File: config.mk
export PLATFORM = sky130hd
export DESIGN_NAME = fcis_top
export DESIGN_NICKNAME = d
export VERILOG_FILES = /design/src/hw/fcis_pkg.sv /design/src/hw/fcis_prog_seq.sv /design/src/hw/fcis_top.sv
export VERILOG_INCLUDE_DIRS = /design/src /design/src/hw
export SDC_FILE = /design/constraint.sdc
export NUM_CORES = 1
export LEC_CHECK = 0
export ABC_AREA = 1
export BUFFER_PORTS_ARGS = -buffer_cell sky130_fd_sc_hd__clkbuf_2
export CORE_MARGIN = 2
export CORE_UTILIZATION = 53
export DETAILED_ROUTE_END_ITERATION = 10
export GPL_ROUTABILITY_DRIVEN = 0
export PLACE_DENSITY = 0.76
export SLEW_MARGIN = 30
export SYNTH_ARGS = -nofsm -noshare
export SYNTH_HDL_FRONTEND = slang
export SYNTH_SLANG_ARGS = --single-unit
File: constraint.sdc
create_clock -name clk -period 1.7 [get_ports clk]
set_input_delay 0.085 -clock clk [delete_from_list [all_inputs] [get_ports clk]]
set_output_delay 0.085 -clock clk [all_outputs]
set_load 0.03 [all_outputs]
File: src/hw/fcis_params.svh
// register offsets, field positions, reset values and timing figures of the flash interrupt status block
`ifndef FCIS_PARAMS_SVH
`define FCIS_PARAMS_SVH

// register byte offsets on the local register port
`define FCIS_OFF_TADDR 8'h00
`define FCIS_OFF_WDATA 8'h04
`define FCIS_OFF_CMD 8'h08
`define FCIS_OFF_RAW 8'h0C
`define FCIS_OFF_MASK 8'h10
`define FCIS_OFF_MISC 8'h14
`define FCIS_OFF_RPROT 8'h30
`define FCIS_OFF_PPROT 8'h34

// status, mask and clear bit positions
`define FCIS_BIT_ACC 0
`define FCIS_BIT_PROG 1

// command register fields
`define FCIS_CMD_WRITE 3'h1
`define FCIS_CMD_ERASE 3'h2
`define FCIS_CMD_MERASE 3'h4
`define FCIS_KEY_LSB 16
`define FCIS_WRKEY 16'hA442

// reset values
`define FCIS_RST_ZERO 32'h0000_0000
`define FCIS_RST_PROT 32'hFFFF_FFFF

// protection granule: one enable bit per block of 2 KiB
`define FCIS_BLK_LSB 11
`define FCIS_BLK_W 5

// timing: figures in ns and the clock period
`define FCIS_CLK_PERIOD_NS 10
`define FCIS_WRITE_TIME_NS 50000
`define FCIS_ERASE_TIME_NS 25000000

`endif

File: src/hw/fcis_pkg.sv
// types shared by the flash interrupt status block and its program sequencer
package fcis_pkg;

    // one flag per event source
    typedef struct packed {
        logic prog;
        logic acc;
    } fcis_evt_t;

    // programming operation kinds
    typedef enum logic [1:0] {
        FCIS_OP_NONE,
        FCIS_OP_WRITE,
        FCIS_OP_ERASE,
        FCIS_OP_MERASE
    } fcis_op_t;

    // sequencer states
    typedef enum logic {
        FCIS_SEQ_IDLE,
        FCIS_SEQ_RUN
    } fcis_seq_t;

endpackage

File: src/hw/fcis_prog_seq.sv
// program/erase cycle timer: runs one operation and pulses done at its end
`timescale 1ns/10ps
`default_nettype none
`include "fcis_params.svh"
module fcis_prog_seq #(
    parameter int unsigned WRITE_CYCLES = 5000,
    parameter int unsigned ERASE_CYCLES = 2500000
) (
    input wire logic clk, // system clock
    input wire logic resetn, // async reset, low
    input wire logic start, // one-cycle start
    input wire fcis_pkg::fcis_op_t op, // kind of operation
    output logic busy_q, // operation running
    output logic done_q, // one-cycle completion
    output fcis_pkg::fcis_op_t op_q // operation in flight
);
    import fcis_pkg::*;

    fcis_seq_t state_q;
    logic [31:0] cnt_q;
    wire [31:0] load_val = (op == FCIS_OP_WRITE) ? WRITE_CYCLES - 32'd1 : ERASE_CYCLES - 32'd1;
    wire cnt_end = (cnt_q == 32'h0000_0000);

    // state, counter and completion pulse
    always_ff @(posedge clk or negedge resetn) begin
        if (!resetn) begin
            state_q <= FCIS_SEQ_IDLE;
            cnt_q <= 32'h0000_0000;
            busy_q <= 1'b0;
            done_q <= 1'b0;
            op_q <= FCIS_OP_NONE;
        end else begin
            done_q <= 1'b0;
            case (state_q)
                FCIS_SEQ_IDLE: begin
                    if (start) begin
                        state_q <= FCIS_SEQ_RUN;
                        cnt_q <= load_val;
                        busy_q <= 1'b1;
                        op_q <= op;
                    end
                end
                FCIS_SEQ_RUN: begin
                    if (cnt_end) begin
                        state_q <= FCIS_SEQ_IDLE;
                        busy_q <= 1'b0;
                        done_q <= 1'b1;
                        op_q <= FCIS_OP_NONE;
                    end else begin
                        cnt_q <= cnt_q - 32'd1;
                    end
                end
                default: state_q <= FCIS_SEQ_IDLE;
            endcase
        end
    end
endmodule
`default_nettype wire

File: src/hw/fcis_top.sv
// flash controller interrupt status, mask and clear with command, protection and read-back
`timescale 1ns/10ps
`default_nettype none
`include "fcis_params.svh"
module fcis_top #(
    parameter int unsigned WRITE_CYCLES = `FCIS_WRITE_TIME_NS / `FCIS_CLK_PERIOD_NS,
    parameter int unsigned ERASE_CYCLES = `FCIS_ERASE_TIME_NS / `FCIS_CLK_PERIOD_NS
) (
    input wire logic clk, // system clock
    input wire logic resetn, // async reset, low
    input wire logic [7:0] addr, // register byte address
    input wire logic [31:0] wdata, // register write data
    input wire logic wr, // write strobe
    input wire logic rd, // read strobe
    input wire logic flash_read_req, // flash read by the fabric
    input wire logic [31:0] flash_read_addr, // address of that read
    output logic [31:0] rdata_q, // read data, cycle after rd
    output logic flash_irq_q, // flash interrupt level
    output logic flash_read_denied_q, // read refused by policy
    output logic prog_busy_q, // program cycle running
    output fcis_pkg::fcis_evt_t masked_q // masked status copy
);
    import fcis_pkg::*;

    // register state
    logic [31:0] taddr_q;
    logic [31:0] wdat_q;
    logic [31:0] rprot_q;
    logic [31:0] pprot_q;
    fcis_evt_t raw_q;
    fcis_evt_t raw_d;
    fcis_evt_t mask_q;
    fcis_evt_t mask_d;
    fcis_evt_t masked;
    fcis_evt_t misc_clr;
    logic [31:0] rdata_d;

    // sequencer handshake
    logic seq_busy;
    logic seq_done;
    fcis_op_t seq_op;
    fcis_op_t cmd_op;

    // address decode
    wire sel_taddr = (addr == `FCIS_OFF_TADDR);
    wire sel_wdat = (addr == `FCIS_OFF_WDATA);
    wire sel_cmd = (addr == `FCIS_OFF_CMD);
    wire sel_raw = (addr == `FCIS_OFF_RAW);
    wire sel_mask = (addr == `FCIS_OFF_MASK);
    wire sel_misc = (addr == `FCIS_OFF_MISC);
    wire sel_rprot = (addr == `FCIS_OFF_RPROT);
    wire sel_pprot = (addr == `FCIS_OFF_PPROT);

    // command decode: key must match and exactly one operation bit
    wire [2:0] cmd_bits = wdata[2:0];
    wire key_ok = (wdata[`FCIS_KEY_LSB +: 16] == `FCIS_WRKEY);
    wire is_write = (cmd_bits == `FCIS_CMD_WRITE);
    wire is_erase = (cmd_bits == `FCIS_CMD_ERASE);
    wire is_merase = (cmd_bits == `FCIS_CMD_MERASE);
    wire cmd_one = is_write | is_erase | is_merase;
    wire cmd_go = wr & sel_cmd & key_ok & cmd_one & ~seq_busy;
    assign cmd_op = is_write ? FCIS_OP_WRITE : (is_erase ? FCIS_OP_ERASE : FCIS_OP_MERASE);

    // protection policy: program needs the target block enabled, mass erase needs all
    wire [`FCIS_BLK_W-1:0] tgt_blk = taddr_q[`FCIS_BLK_LSB +: `FCIS_BLK_W];
    wire [`FCIS_BLK_W-1:0] rd_blk = flash_read_addr[`FCIS_BLK_LSB +: `FCIS_BLK_W];
    wire prog_allowed = is_merase ? (&pprot_q) : pprot_q[tgt_blk];
    wire seq_start = cmd_go & prog_allowed;
    wire prog_violation = cmd_go & ~prog_allowed;
    wire read_violation = flash_read_req & ~rprot_q[rd_blk];

    // event sources
    wire set_prog = seq_done;
    wire set_acc = prog_violation | read_violation;

    // write-one clears; zeros leave bits alone
    wire misc_wr = wr & sel_misc;
    assign misc_clr.prog = misc_wr & wdata[`FCIS_BIT_PROG];
    assign misc_clr.acc = misc_wr & wdata[`FCIS_BIT_ACC];

    // raw next state: a set in the same cycle beats the clear
    assign raw_d.prog = set_prog | (raw_q.prog & ~misc_clr.prog);
    assign raw_d.acc = set_acc | (raw_q.acc & ~misc_clr.acc);

    // mask next state
    wire mask_wr = wr & sel_mask;
    assign mask_d.prog = mask_wr ? wdata[`FCIS_BIT_PROG] : mask_q.prog;
    assign mask_d.acc = mask_wr ? wdata[`FCIS_BIT_ACC] : mask_q.acc;

    // masked status is raw AND mask
    assign masked.prog = raw_q.prog & mask_q.prog;
    assign masked.acc = raw_q.acc & mask_q.acc;

    // read multiplexer; reserved and unmapped bits read zero
    assign rdata_d = sel_taddr ? taddr_q :
        sel_wdat ? wdat_q :
        sel_cmd ? {29'h0000_0000, seq_op == FCIS_OP_MERASE, seq_op == FCIS_OP_ERASE, seq_op == FCIS_OP_WRITE} :
        sel_raw ? {30'h0000_0000, raw_q.prog, raw_q.acc} :
        sel_mask ? {30'h0000_0000, mask_q.prog, mask_q.acc} :
        sel_misc ? {30'h0000_0000, masked.prog, masked.acc} :
        sel_rprot ? rprot_q :
        sel_pprot ? pprot_q :
        `FCIS_RST_ZERO;

    // program/erase timer
    fcis_prog_seq #(
        .WRITE_CYCLES(WRITE_CYCLES),
        .ERASE_CYCLES(ERASE_CYCLES)
    ) u_seq (
        .clk(clk),
        .resetn(resetn),
        .start(seq_start),
        .op(cmd_op),
        .busy_q(seq_busy),
        .done_q(seq_done),
        .op_q(seq_op)
    );

    // software-owned configuration registers
    always_ff @(posedge clk or negedge resetn) begin
        if (!resetn) begin
            taddr_q <= `FCIS_RST_ZERO;
            wdat_q <= `FCIS_RST_ZERO;
            rprot_q <= `FCIS_RST_PROT;
            pprot_q <= `FCIS_RST_PROT;
        end else if (wr) begin
            if (sel_taddr) taddr_q <= wdata;
            if (sel_wdat) wdat_q <= wdata;
            if (sel_rprot) rprot_q <= rprot_q & wdata;
            if (sel_pprot) pprot_q <= pprot_q & wdata;
        end
    end

    // status, mask and interrupt level
    always_ff @(posedge clk or negedge resetn) begin
        if (!resetn) begin
            raw_q <= '0;
            mask_q <= '0;
            masked_q <= '0;
            flash_irq_q <= 1'b0;
        end else begin
            raw_q <= raw_d;
            mask_q <= mask_d;
            masked_q <= raw_d & mask_d;
            flash_irq_q <= |(raw_d & mask_d);
        end
    end

    // read data, busy and read-denied outputs
    always_ff @(posedge clk or negedge resetn) begin
        if (!resetn) begin
            rdata_q <= `FCIS_RST_ZERO;
            flash_read_denied_q <= 1'b0;
            prog_busy_q <= 1'b0;
        end else begin
            rdata_q <= rd ? rdata_d : `FCIS_RST_ZERO;
            flash_read_denied_q <= read_violation;
            prog_busy_q <= seq_busy | seq_start;
        end
    end
endmodule
`default_nettype wire

==> flow_metrics.tcl <==
set metrics [dict create \
    clockRootBuffer "clkbuf_16" \
    tightest_slew_ns 0.532 \
    cp-end-kind "flop" \
    n_antenna_cell 0 \
    clock_skew_ns 0.00644 \
    synthTopCellsByArea "dfrtp_1 (36%), dfstp_2 (17%), nand2_1 (9.4%), a21oi_1 (6.7%), inv_1 (6.3%)" \
    die_area_mm2 0.0199 \
    antenna_found_initial 0 \
    grt_pass1_vias 9587 \
    die_y_um 141 \
    ys_warn_count 0 \
    cts_tree "yes" \
    top_layer "met4" \
    rows 50 \
    overflow 0 \
    syn_area_mm2 0.00995 \
    finalCritPeriodShare_pct 117 \
    synthArstFlopShare_pct 100 \
    cts.htree.levels 1 \
    power.total_mw 11.2 \
    slew_headroom_pct 64.5 \
    initial_core_util_pct 53.6 \
    synth-edff-count 0 \
    synth_compound_area_share_pct 14.9 \
    core_mm2 0.0186 \
    numCtsBuffers 23 \
    violations "setup timing" \
    totalWireLength_mm 31.4 \
    clkLatencyLatePin_ns 0.51 \
    m1WireLength_mm 12.2 \
    synth_top_cell_area_share_pct 35.7 \
    drt_iter0_drc 983 \
    setup_viol 40 \
    synth_nets 1301 \
    synth_cell_types 35 \
    io_pins 114 \
    dieWidth_um 141 \
    leakage_nw 6.78 \
    synth_top_area_cell "dfrtp_1" \
    cp_slowest_cell "dfrtp_2" \
    fin_ws_ns -0.294 \
    syn_avg_cell_area_um2 8.14 \
    drive_above_1_share_pct 30.1 \
    status "complete, but fails checks" \
    grtUsageTotal_pct 30.9 \
    drcViolationCount 0 \
    vias 9868 \
    synth.mux.area_fraction_pct 0 \
    final_common_cell "nand2_1" \
    synth_xor_area_share_pct 2.02 \
    slew_viol_final 0 \
    io_buffers 86 \
    critPathKind "flop to flop" \
    wl_met3_mm 2.51 \
    fill_cells 1300 \
    synth_adder_area_share_pct 0.251 \
    grt_max_degree 58 \
    clk_pin_slew_worst_paths_ns 0.06 \
    ys_seq_elements 206 \
    grt_pass1_wl_mm 49.2 \
    pre_cts_slack_ns -0.324 \
    crit_buf_inv 3 \
    synth_top_family_by_area "simple AND/OR/NAND/NOR gates" \
    worstPathCellList "buf_12 > buf_16 > nand2_2 > nand3_2 > nand3_2 > nand2_2 > nand2_2 > nand3_2 > nand3_4 > nand2_4 > nand3_4 > nand2_8 > buf_12 > nand2_2 > nand2_1" \
    max_cap_viol_count 0 \
    finalCriticalPeriod_ns 1.99 \
    min_path_type "input port to flop" \
    ctsLongestPathBuffers 3 \
    critPathMostFrequentCell "nand2_2" \
    required_ns 2.10 \
    ys.flop_type "dfrtp_1" \
    place_hpwl_mm 19.3 \
    postRouteAntennaNets 0 \
    areaGrowthSynthToFinish_pct 34.0 \
    critPathTopFamily "simple AND/OR/NAND/NOR gates" \
    nNetsFinal 1527 \
    fin_hold_ws_ns 0.0212 \
    seqCellArea_mm2 0.00524 \
    cp_max_fo 7 \
    layout_common_cells "nand2_1 (186), inv_1 (165), dfrtp_1 (141)" \
    clock-sinks 206 \
    rsz0062_at_grt "yes" \
    multi_input_area_mm2 0.00432 \
    syn-instance-count 1222 \
    seq_area_frac_synth_pct 52.6 \
    ir_drop_mv 0.694 \
    fmax_mhz 502 \
    max_stage_delay_ns 0.45 \
    routed-wl-met2_mm 15.4 \
    cp.arrival_ns 2.39 \
    hold_viol_final 0 \
    dr.pass1.iters 6 \
    critPathLaunchType "flop" \
    p_per_area_mw_per_mm2 839 \
    viasPerCell 5.81 \
    synthSimpleGateAreaFrac_pct 21.1 \
    routedWlPerCell_um 18.5 \
]
what timing repair did:
item	4_1_cts	5_1_grt
endpoints found under the hold margin	240	1
endpoints found under the setup margin	40	41
hold buffers	34	1
setup buffers	8	3
gates cloned	6	1
resized for setup	66	76
pin swaps	8	15
kinds of logic (layout without fill, tap and decap cells):
group           after synthesis  in the layout
compound gates              280            280
fa+ha+maj                     2              2
xor+xnor                     23             23
buf+inv                     225            467
simple gates                486            486
flops                       206            206
Yosys cell counts, types with 2 or more instances:
cell type,count
buf_6,6
xnor2_1,9
a221oi_1,9
nand4_1,16
nor2_2,4
nor2_1,85
nand2_1,249
nand3_1,101
buf_2,11
nor4_1,10
a31oi_1,2
dfrtp_1,142
clkinv_1,2
xor2_1,14
ha_1,2
o21ai_0,102
buf_1,2
inv_1,166
clkbuf_1,35
nor3_1,11
dfstp_2,64
nand2_2,3
o22ai_1,33
a21oi_1,133
worst paths after layout:
kind | depth (start not counted) | endpoint | startpoint | slack [ns]
worst max-delay path | 15 | u_seq.cnt_q[24] | taddr_q[11] | -0.29
worst min-delay path | 4 | raw_q[0] | flash_read_addr[15] | 0.02
worst max register to register | 15 | u_seq.cnt_q[24] | taddr_q[11] | -0.29
worst min register to register | 2 | rprot_q[27] | rprot_q[27] | 0.47
max in group asynchronous | 3 | rprot_q[17] | resetn | 0.84
min in group asynchronous | 2 | rdata_q[11] | resetn | 0.13
metrics by stage:
stage / utilization, % / TNS, ns / std cells / area, um^2
final: 71.8 / -10.17 / 1698 / 13300
after global routing: 71.8 / -12.75 / 1698 / 13300
after CTS: 70.4 / -6.89 / 1695 / 13100
after detailed placement: 61.9 / -10.98 / 1607 / 11500
after global placement: 61.9 / -11.30 / 1607 / 11500
after floorplan: - / 0 / 1222 / 9960
registers in the layout, summed over array words and instances (netlist names):
signal	cells
u_seq.state_q	1
u_seq.busy_q	1
flash_read_denied_q	1
pprot_q	32
rprot_q	32
masked_q	2
u_seq.cnt_q	32
flash_irq_q	1
u_seq.op_q	2
prog_busy_q	1
raw_q	2
wdat_q	32
rdata_q	32
taddr_q	32
mask_q	2
u_seq.done_q	1
power by group:
part           switching, mW  internal, mW
Combinational          0.660         0.442
Sequential             0.111          5.12
Clock                   2.03          2.82
Total                   2.80          8.39
metal layers:
metal  vias to the layer above  track usage [%]
met5                         -                0
met4                         0             11.6
met3                       136             5.03
met2                       560             52.4
met1                      4722             40.0
li1                       4450                -
area by class of cell:
cell class                 instances  area share [%]
timing repair buffer             255            15.8
clock buffer                      33            4.90
clock inverter                     8           0.544
timing repair inverter             1          0.0844
multi-input combinational        791            32.4
tap                              234            2.20
sequential                       206            39.3
inverter                         170            4.88
worst register-to-register path, stage by stage (launching register included):
cell and delay [ns]:
dfrtp_2 0.45, buf_12 0.16, buf_16 0.14, nand2_2 0.08
nand3_2 0.07, nand3_2 0.07, nand2_2 0.08, nand2_2 0.07
nand3_2 0.08, nand3_4 0.11, nand2_4 0.07, nand3_4 0.10
nand2_8 0.11, buf_12 0.17, nand2_2 0.06, nand2_1 0.05
(Power assumes the default switching activity.)
